<file path="src/core/ssc_params.svh">
// constants for the status read and sleep control block
`ifndef SSC_PARAMS_SVH
`define SSC_PARAMS_SVH

// command codes
`define SSC_CMD_SOFT_RESET 8'h01
`define SSC_CMD_READ_IMAGE_MODE 8'h0D
`define SSC_CMD_READ_SIGNAL_MODE 8'h0E
`define SSC_CMD_READ_DIAGNOSTIC_RESULT_FIELD 8'h0F
`define SSC_CMD_ENTER_SLEEP 8'h10
`define SSC_CMD_LEAVE_SLEEP 8'h11

// status byte fields
`define SSC_IMG_SCROLL_BIT 7
`define SSC_IMG_INVERT_BIT 5
`define SSC_SIG_TEAR_ON_BIT 7
`define SSC_SIG_TEAR_MODE_BIT 6
`define SSC_DIAG_FIELD_LSB 4
`define SSC_DIAG_FIELD_W 4

// reset values
`define SSC_IMAGE_MODE_RST 8'h00
`define SSC_SIGNAL_MODE_RST 8'h00
`define SSC_DIAG_RST 4'h0
`define SSC_DUMMY_BYTE 8'h00

// timing
`define SSC_CLK_PERIOD_NS 8
`define SSC_SETTLE_TIME_NS 5000000
`define SSC_LOAD_TIME_NS 120000000
`define SSC_SETTLE_CYCLES ((`SSC_SETTLE_TIME_NS + `SSC_CLK_PERIOD_NS - 1) / `SSC_CLK_PERIOD_NS)
`define SSC_LOAD_CYCLES ((`SSC_LOAD_TIME_NS + `SSC_CLK_PERIOD_NS - 1) / `SSC_CLK_PERIOD_NS)
`define SSC_TIMER_W 24

`endif

</file>
<file path="src/core/ssc_pkg.sv">
// types for the status read and sleep control block
`default_nettype none
package ssc_pkg;

  typedef enum logic [2:0] {
    SSC_PWR_SLEEP = 3'b000,
    SSC_PWR_ENTERING = 3'b001,
    SSC_PWR_DIAG = 3'b010,
    SSC_PWR_LOADING = 3'b011,
    SSC_PWR_AWAKE = 3'b100
  } ssc_pwr_state_t;

  typedef enum logic [1:0] {
    SSC_RD_DUMMY = 2'b00,
    SSC_RD_STATUS = 2'b01,
    SSC_RD_DONE = 2'b10
  } ssc_rd_phase_t;

endpackage

`default_nettype wire

</file>
<file path="src/core/ssc_top.sv">
// command decoder for status reads and sleep control
// Contract
// - 0Dh reads dummy then image-mode byte
// - image byte bit 7 shows scrolling
// - image and signal bytes zero after resets
// - 0Eh reads dummy then signal byte
// - signal byte shows tear enable and mode
// - 0Fh reads dummy then diagnostic byte
// - healthy diagnostic reads alternate inverted
// - 10h enters minimum-power sleep
// - sleep stops pump, oscillator, scanning
// - sleep-in while sleeping does nothing
// - 11h restarts pump, oscillator, scanning
// - sleep-out while awake is ignored
// - self-diagnostic runs during 5 ms wake
// - factory defaults loaded within 120 ms
// - awake left only by resets, sleep-in, event
// - inversion inverts display data, not memory
`timescale 1ns/1ps
`default_nettype none
`include "ssc_params.svh"

module ssc_top #(
  parameter int unsigned SETTLE_CYCLES = `SSC_SETTLE_CYCLES,
  parameter int unsigned LOAD_CYCLES = `SSC_LOAD_CYCLES
) (
  // clock and reset
  input wire logic core_clk,
  input wire logic rst_n,
  // host command pins
  input wire logic command_param_select,
  input wire logic read_strobe_n,
  input wire logic write_strobe_n,
  input wire logic [7:0] host_data_in,
  output logic [7:0] host_data_out,
  output logic host_data_oe,
  // state from other display logic
  input wire logic scroll_active,
  input wire logic inversion_active,
  input wire logic tear_output_enabled,
  input wire logic tear_output_mode,
  input wire logic diag_healthy,
  input wire logic nmi_event,
  // power control
  output logic charge_pump_en,
  output logic osc_en,
  output logic scan_en,
  output logic sleeping,
  output logic diag_running,
  output logic defaults_load,
  output logic soft_reset_pulse,
  // display data path
  input wire logic [17:0] mem_pixel,
  output logic [17:0] disp_pixel
);

  localparam logic [`SSC_TIMER_W-1:0] SETTLE_LAST = `SSC_TIMER_W'(SETTLE_CYCLES - 1);
  localparam logic [`SSC_TIMER_W-1:0] LOAD_LAST = `SSC_TIMER_W'(LOAD_CYCLES - SETTLE_CYCLES - 1);

  // pin synchronisers, first stage feeds only the second
  logic [10:0] pin_meta_reg;
  logic [10:0] pin_sync_reg;
  logic rd_n_dly_reg;
  logic wr_n_dly_reg;

  always_ff @(posedge core_clk or negedge rst_n) begin
    if (!rst_n) begin
      pin_meta_reg <= 11'h7FF;
      pin_sync_reg <= 11'h7FF;
      rd_n_dly_reg <= 1'b1;
      wr_n_dly_reg <= 1'b1;
    end else begin
      pin_meta_reg <= {command_param_select, read_strobe_n, write_strobe_n, host_data_in};
      pin_sync_reg <= pin_meta_reg;
      rd_n_dly_reg <= pin_sync_reg[9];
      wr_n_dly_reg <= pin_sync_reg[8];
    end
  end

  logic sel_s;
  logic rd_n_s;
  logic wr_n_s;
  logic [7:0] data_s;
  logic rd_start;
  logic rd_end;
  logic wr_end;
  logic cmd_write;

  assign sel_s = pin_sync_reg[10];
  assign rd_n_s = pin_sync_reg[9];
  assign wr_n_s = pin_sync_reg[8];
  assign data_s = pin_sync_reg[7:0];
  assign rd_start = rd_n_dly_reg && !rd_n_s;
  assign rd_end = !rd_n_dly_reg && rd_n_s;
  assign wr_end = !wr_n_dly_reg && wr_n_s;
  assign cmd_write = wr_end && !sel_s;

  // decoded command pulses
  logic sw_reset_cmd;
  logic enter_sleep_cmd;
  logic leave_sleep_cmd;

  assign sw_reset_cmd = cmd_write && (data_s == `SSC_CMD_SOFT_RESET);
  assign enter_sleep_cmd = cmd_write && (data_s == `SSC_CMD_ENTER_SLEEP);
  assign leave_sleep_cmd = cmd_write && (data_s == `SSC_CMD_LEAVE_SLEEP);

  // status bytes
  logic [7:0] image_mode_status_reg;
  logic [7:0] image_mode_status_next;
  logic [7:0] signal_mode_status_reg;
  logic [7:0] signal_mode_status_next;
  logic [`SSC_DIAG_FIELD_W-1:0] diagnostic_result_field;
  logic [7:0] self_diagnostic_result;

  always_comb begin
    image_mode_status_next = `SSC_IMAGE_MODE_RST;
    signal_mode_status_next = `SSC_SIGNAL_MODE_RST;
    if (!sw_reset_cmd) begin
      image_mode_status_next[`SSC_IMG_SCROLL_BIT] = scroll_active;
      image_mode_status_next[`SSC_IMG_INVERT_BIT] = inversion_active;
      signal_mode_status_next[`SSC_SIG_TEAR_ON_BIT] = tear_output_enabled;
      signal_mode_status_next[`SSC_SIG_TEAR_MODE_BIT] = tear_output_mode;
    end
  end

  always_ff @(posedge core_clk or negedge rst_n) begin
    if (!rst_n) begin
      image_mode_status_reg <= `SSC_IMAGE_MODE_RST;
      signal_mode_status_reg <= `SSC_SIGNAL_MODE_RST;
    end else begin
      image_mode_status_reg <= image_mode_status_next;
      signal_mode_status_reg <= signal_mode_status_next;
    end
  end

  assign self_diagnostic_result = {diagnostic_result_field, 4'h0};

  // read sequencer
  logic [7:0] cmd_reg;
  logic [7:0] cmd_next;
  ssc_pkg::ssc_rd_phase_t rd_phase_reg;
  ssc_pkg::ssc_rd_phase_t rd_phase_next;
  logic [7:0] rd_data_reg;
  logic [7:0] rd_data_next;
  logic diag_read_done;
  logic [7:0] status_sel;

  always_comb begin
    case (cmd_reg)
      `SSC_CMD_READ_IMAGE_MODE: status_sel = image_mode_status_reg;
      `SSC_CMD_READ_SIGNAL_MODE: status_sel = signal_mode_status_reg;
      `SSC_CMD_READ_DIAGNOSTIC_RESULT_FIELD: status_sel = self_diagnostic_result;
      default: status_sel = `SSC_DUMMY_BYTE;
    endcase
  end

  always_comb begin
    cmd_next = cmd_reg;
    rd_phase_next = rd_phase_reg;
    rd_data_next = rd_data_reg;
    diag_read_done = 1'b0;
    if (cmd_write) begin
      cmd_next = data_s;
      rd_phase_next = ssc_pkg::SSC_RD_DUMMY;
    end else if (rd_start && sel_s) begin
      case (rd_phase_reg)
        ssc_pkg::SSC_RD_DUMMY: rd_data_next = `SSC_DUMMY_BYTE;
        ssc_pkg::SSC_RD_STATUS: rd_data_next = status_sel;
        ssc_pkg::SSC_RD_DONE: rd_data_next = `SSC_DUMMY_BYTE;
        default: rd_data_next = `SSC_DUMMY_BYTE;
      endcase
    end else if (rd_end && sel_s) begin
      case (rd_phase_reg)
        ssc_pkg::SSC_RD_DUMMY: rd_phase_next = ssc_pkg::SSC_RD_STATUS;
        ssc_pkg::SSC_RD_STATUS: begin
          rd_phase_next = ssc_pkg::SSC_RD_DONE;
          diag_read_done = (cmd_reg == `SSC_CMD_READ_DIAGNOSTIC_RESULT_FIELD);
        end
        ssc_pkg::SSC_RD_DONE: rd_phase_next = ssc_pkg::SSC_RD_DONE;
        default: rd_phase_next = ssc_pkg::SSC_RD_DONE;
      endcase
    end
  end

  always_ff @(posedge core_clk or negedge rst_n) begin
    if (!rst_n) begin
      cmd_reg <= 8'h00;
      rd_phase_reg <= ssc_pkg::SSC_RD_DONE;
      rd_data_reg <= `SSC_DUMMY_BYTE;
    end else begin
      cmd_reg <= cmd_next;
      rd_phase_reg <= rd_phase_next;
      rd_data_reg <= rd_data_next;
    end
  end

  assign host_data_out = rd_data_reg;
  assign host_data_oe = !rd_n_s && sel_s;

  ssc_diag u_diag (
    .core_clk(core_clk),
    .rst_n(rst_n),
    .soft_clear(sw_reset_cmd),
    .read_done(diag_read_done),
    .healthy(diag_healthy),
    .diagnostic_result_field(diagnostic_result_field)
  );

  // power state machine
  ssc_pkg::ssc_pwr_state_t pwr_reg;
  ssc_pkg::ssc_pwr_state_t pwr_next;
  logic [`SSC_TIMER_W-1:0] timer_reg;
  logic [`SSC_TIMER_W-1:0] timer_next;
  logic load_pulse_reg;
  logic load_pulse_next;
  logic soft_reset_reg;
  logic soft_reset_next;

  always_comb begin
    pwr_next = pwr_reg;
    timer_next = timer_reg + `SSC_TIMER_W'(1);
    load_pulse_next = 1'b0;
    soft_reset_next = sw_reset_cmd;
    if (sw_reset_cmd || nmi_event) begin
      pwr_next = ssc_pkg::SSC_PWR_SLEEP;
      timer_next = '0;
    end else begin
      case (pwr_reg)
        ssc_pkg::SSC_PWR_SLEEP: begin
          timer_next = '0;
          if (leave_sleep_cmd) begin
            pwr_next = ssc_pkg::SSC_PWR_DIAG;
          end
        end
        ssc_pkg::SSC_PWR_ENTERING: begin
          if (leave_sleep_cmd) begin
            pwr_next = ssc_pkg::SSC_PWR_DIAG;
            timer_next = '0;
          end else if (timer_reg == SETTLE_LAST) begin
            pwr_next = ssc_pkg::SSC_PWR_SLEEP;
          end
        end
        ssc_pkg::SSC_PWR_DIAG: begin
          if (enter_sleep_cmd) begin
            pwr_next = ssc_pkg::SSC_PWR_ENTERING;
            timer_next = '0;
          end else if (timer_reg == SETTLE_LAST) begin
            pwr_next = ssc_pkg::SSC_PWR_LOADING;
            timer_next = '0;
            load_pulse_next = 1'b1;
          end
        end
        ssc_pkg::SSC_PWR_LOADING: begin
          if (enter_sleep_cmd) begin
            pwr_next = ssc_pkg::SSC_PWR_ENTERING;
            timer_next = '0;
          end else if (timer_reg == LOAD_LAST) begin
            pwr_next = ssc_pkg::SSC_PWR_AWAKE;
          end
        end
        ssc_pkg::SSC_PWR_AWAKE: begin
          timer_next = '0;
          if (enter_sleep_cmd) begin
            pwr_next = ssc_pkg::SSC_PWR_ENTERING;
          end
        end
        default: begin
          pwr_next = ssc_pkg::SSC_PWR_SLEEP;
          timer_next = '0;
        end
      endcase
    end
  end

  always_ff @(posedge core_clk or negedge rst_n) begin
    if (!rst_n) begin
      pwr_reg <= ssc_pkg::SSC_PWR_SLEEP;
      timer_reg <= '0;
      load_pulse_reg <= 1'b0;
      soft_reset_reg <= 1'b0;
    end else begin
      pwr_reg <= pwr_next;
      timer_reg <= timer_next;
      load_pulse_reg <= load_pulse_next;
      soft_reset_reg <= soft_reset_next;
    end
  end

  // power outputs, sleep-in/out in the wrong state falls through above
  logic run_reg;
  logic run_next;
  logic [17:0] pixel_reg;
  logic [17:0] pixel_next;

  always_comb begin
    run_next = (pwr_next != ssc_pkg::SSC_PWR_SLEEP) && (pwr_next != ssc_pkg::SSC_PWR_ENTERING);
    pixel_next = inversion_active ? ~mem_pixel : mem_pixel;
    if (!run_next) begin
      pixel_next = 18'h00000;
    end
  end

  always_ff @(posedge core_clk or negedge rst_n) begin
    if (!rst_n) begin
      run_reg <= 1'b0;
      pixel_reg <= 18'h00000;
    end else begin
      run_reg <= run_next;
      pixel_reg <= pixel_next;
    end
  end

  assign charge_pump_en = run_reg;
  assign osc_en = run_reg;
  assign scan_en = run_reg;
  assign sleeping = !run_reg;
  assign diag_running = (pwr_reg == ssc_pkg::SSC_PWR_DIAG);
  assign defaults_load = load_pulse_reg;
  assign soft_reset_pulse = soft_reset_reg;
  assign disp_pixel = pixel_reg;

endmodule

`default_nettype wire

</file>
<file path="src/core/ssc_diag.sv">
// self-diagnostic result holder
`timescale 1ns/1ps
`default_nettype none
`include "ssc_params.svh"

module ssc_diag (
  // clock and reset
  input wire logic core_clk,
  input wire logic rst_n,
  // control
  input wire logic soft_clear,
  input wire logic read_done,
  input wire logic healthy,
  // result
  output logic [`SSC_DIAG_FIELD_W-1:0] diagnostic_result_field
);

  logic [`SSC_DIAG_FIELD_W-1:0] result_reg;
  logic [`SSC_DIAG_FIELD_W-1:0] result_next;

  always_comb begin
    result_next = result_reg;
    if (soft_clear) begin
      result_next = `SSC_DIAG_RST;
    end else if (read_done && healthy) begin
      result_next = ~result_reg;
    end
  end

  always_ff @(posedge core_clk or negedge rst_n) begin
    if (!rst_n) begin
      result_reg <= `SSC_DIAG_RST;
    end else begin
      result_reg <= result_next;
    end
  end

  assign diagnostic_result_field = result_reg;

endmodule

`default_nettype wire

</file>
<file path="config.mk">
export PLATFORM = sky130hd
export DESIGN_NAME = ssc_top
export DESIGN_NICKNAME = d
export VERILOG_FILES = /design/src/core/ssc_pkg.sv /design/src/core/ssc_top.sv /design/src/core/ssc_diag.sv
export VERILOG_INCLUDE_DIRS = /design/src /design/src/core
export SDC_FILE = /design/constraint.sdc
export NUM_CORES = 1
export LEC_CHECK = 0
export BUFFER_PORTS_ARGS = -buffer_cell sky130_fd_sc_hd__buf_4
export CAP_MARGIN = 20
export CORE_UTILIZATION = 40
export CTS_BUF_LIST = sky130_fd_sc_hd__clkbuf_8
export DETAILED_ROUTE_END_ITERATION = 12
export GPL_ROUTABILITY_DRIVEN = 1
export PLACE_DENSITY = 0.71
export SLEW_MARGIN = 10
export SYNTH_ARGS = -nofsm -noshare
export SYNTH_HDL_FRONTEND = slang
export SYNTH_SLANG_ARGS = --single-unit
</file>
<file path="constraint.sdc">
create_clock -name core_clk -period 2.8 [get_ports core_clk]
set_input_delay 0.14 -clock core_clk [delete_from_list [all_inputs] [get_ports core_clk]]
set_output_delay 0.14 -clock core_clk [all_outputs]
set_load 0.01 [all_outputs]
</file>
==> summary.md <==
| Metric | Value |
|---|---|
| Status | `finished clean` |
| Overall routing resource usage | `16.16%` |
| EDFF count, synth | `0` |
| Worst skew pair latency | `0.36 ns` |
| Pin count of the biggest net entering global routing | `58` |
| Die extent in y | `103.5 µm` |
| Drt first pass iters | `4` |
| Final WL | `7.882 mm` |
| Final Instance Area | `5034 µm²` |
| Critical path, cell by cell | `nor3b_2, nand3_4, o21ai_1, a211o_1, nor2_1` |
| Lkg Pwr | `0.002164 µW` |
| Crit path capture type | `register` |
| Crit path DAT | `2.21 ns` |
| Tcrit/Tclk final | `71.35%` |
| Top_reg_cell synth | `dfrtp_1` |
| # DRC | `0` |
| Max reg flops | `24` |
| Power Density | `490.8 nW/µm²` |
| Yosys reg bits | `94` |
| IO Port Bufs | `66` |
| Fmax | `500.6 MHz` |
| Die area | `10700 µm²` |
| Setup TNS | `0 ns` |
| Layout fillers | `857` |
| Final Max Slew Viols | `0` |
| Worst min path class | `primary input to register` |
| Placer Congestion | `0.8125` |
| Dominant cell type by area after synthesis | `dfrtp_1` |
| Antenna violations before repair | `0` |
| Hold buffers post-CTS | `16` |
| Met2 wire length | `3.753 mm` |
| Crit-path max cell delay | `0.55 ns` |
| Core ar. | `9864 µm²` |
| Synth async-reset ratio | `100.0%` |
| Via density per instance | `4.925` |
| YS warnings | `0` |
| Peak supply drop | `0.0002532 V` |
| Final setup vio count | `0` |
| Synth cell types | `61` |
| Uppermost layer routed | `met4` |
| Root Driver | `clkbuf_8` |
| CTS Buf Count | `9` |
| WL per Instance | `13.80 µm` |
| Critical path peak fanout | `19` |
| Unrepaired setup endpoints after global routing | `false` |
| Fin crit period | `1.998 ns` |
| Sequential area share after synthesis | `57.89%` |
| Register Area | `2384 µm²` |
| Multi-input logic area | `1572 µm²` |
| Via count | `2812` |
| Post-Syn Area per Cell | `11.70 µm²` |
| Area of placed instances | `4684 µm²` |
| Post-CTS Setup Inserts | `0` |
| Post-Synthesis Cells | `352` |
| Global route overflow | `0` |
| Max-cap violations | `0` |
| CTS max path bufs | `2` |
| Critical Path RT | `3.02 ns` |
| Synthesized area | `4118 µm²` |
| Startpoint Class | `register` |
| Vias in the first global route | `2794` |
| Synth top area cells | `dfrtp_1, dfstp_2, xnor2_1` |
| Post-synth top area share | `41.93%` |
| Worst path slowest cell | `dfstp_2` |
| Initial DRC count | `183` |
| Worst clock skew | `0.01069 ns` |
| Die X | `103.5 µm` |
| Synth-to-Final Area Change | `22.24%` |
| First-pass GRT wire length | `13.03 mm` |
| Starting Density | `41.74%` |
| Slew @ Worst Pin | `0.7124 ns` |
| Met3 Wirelength | `542 µm` |
| Final hold vios | `0` |
| Layout cells sized above 1 | `31.74%` |
| I/O pin count | `71` |
| Row cnt | `36` |
| Nets | `471` |
| CTS clock-pin slew for the worst setup and hold paths | `0.10 ns` |
| Setup CP Type | `register to register` |
| Post-CTS resize count | `0` |
| Slew margin rel. | `52.51%` |
| Sink Count | `94` |
| Post-DP HPWL | `5.384 mm` |
| Ant diodes | `0` |
| H-tree levels | `3` |
| Final ANT Viol Nets | `0` |
| CTS tree | `built` |
| M1 WL | `3.465 mm` |
## cell usage after synthesis (7+ instances only)
master,n
xnor2_1,29
dfstp_2,25
buf_4,7
inv_1,7
dfrtp_1,69
xor2_1,15
nand2_1,18
nor2_1,39
mux2_2,9
nor2b_1,7
nand3_1,15
nor3_1,23
## power by group
group	internal [µW]	leakage, µW	switching [µW]	total [µW]
combinational	104	0.000870	80.1	184
clock	334	0.0000939	492	826
sequential	1420	0.00120	38.6	1460
## critical path: cells and delay by family (launching register included)
| kind | cells | cell delay [ns] |
|---|---|---|
| AO/OA/AOI/OAI | 2 | 0.70 |
| flip-flops | 1 | 0.55 |
| AND/OR/NAND/NOR | 3 | 0.61 |
## final timing paths
check                                               start                   endpoint  slack [ns]  cells after the start
worst min-delay path                        mem_pixel[10]   disp_pixel[10]$_DFF_PN0_        0.01                      3
worst max-delay path            pin_sync_reg[8]$_DFF_PN1_    disp_pixel[1]$_DFF_PN0_        0.80                      5
max in group asynchronous                           rst_n  pin_sync_reg[5]$_DFF_PN1_        1.62                      3
worst min register to register  pin_meta_reg[0]$_DFF_PN1_  pin_sync_reg[0]$_DFF_PN1_        0.36                      0
min in group asynchronous                           rst_n    disp_pixel[3]$_DFF_PN0_        0.37                      2
worst max register to register  pin_sync_reg[8]$_DFF_PN1_    disp_pixel[1]$_DFF_PN0_        0.80                      5
## area by class of cell
class / instances / area share [%]
multi-input combinational: 232 / 31.22
inverter: 8 / 0.5966
timing repair buffer: 88 / 13.97
clock inverter: 7 / 1.094
sequential: 94 / 47.35
clock buffer: 9 / 2.461
tap: 133 / 3.306
## placed cells by master (no fill, tap or decap), types with 6 or more instances in the layout
| cell type | count |
|---|---|
| buf_4 | 71 |
| clkbuf_8 | 9 |
| dfrtp_1 | 69 |
| dfstp_2 | 25 |
| dlygate4sd3_1 | 17 |
| inv_1 | 8 |
| mux2_2 | 9 |
| nand2_1 | 18 |
| nand3_1 | 15 |
| nand4_1 | 6 |
| nor2_1 | 39 |
| nor2b_1 | 7 |
| nor3_1 | 23 |
| nor3_2 | 6 |
| xnor2_1 | 29 |
| xor2_1 | 15 |
## metal layers
metal	up-vias	track usage [%]
met1	1367	21.28
met5	-	0
met3	9	5.175
met2	86	24.61
met4	0	6.826
li1	1350	-
## per-stage QoR
stage               hold slack [ns]  utilization [%]  instances  total power [µW]  setup WS [ns]
CTS                        0.004973            50.93        570              2496         0.7859
detailed placement           0.2495            47.49        538              1652         0.8059
finish                      0.01148            51.03        571              2471         0.8023
global route               0.007592            51.03        571              2585         0.6264
global placement             0.2446            47.49        538              1644         0.8264
floorplan                   -0.1556                -        355              1564         0.9808
## cell families (layout without fill, tap and decap cells)
family / count (synthesis) / count (layout) / synth area share (%)
flops: 94 / 94 / 57.89
buf+inv: 29 / 112 / 4.223
other cells: 1 / 4 / 0.09107
fa+ha+maj: 1 / 1 / 0.3038
simple gates: 151 / 151 / 21.73
mux: 11 / 11 / 2.948
xor+xnor: 44 / 44 / 9.359
compound gates: 21 / 21 / 3.464
No activity file was read; power rests on OpenSTA's default activity.
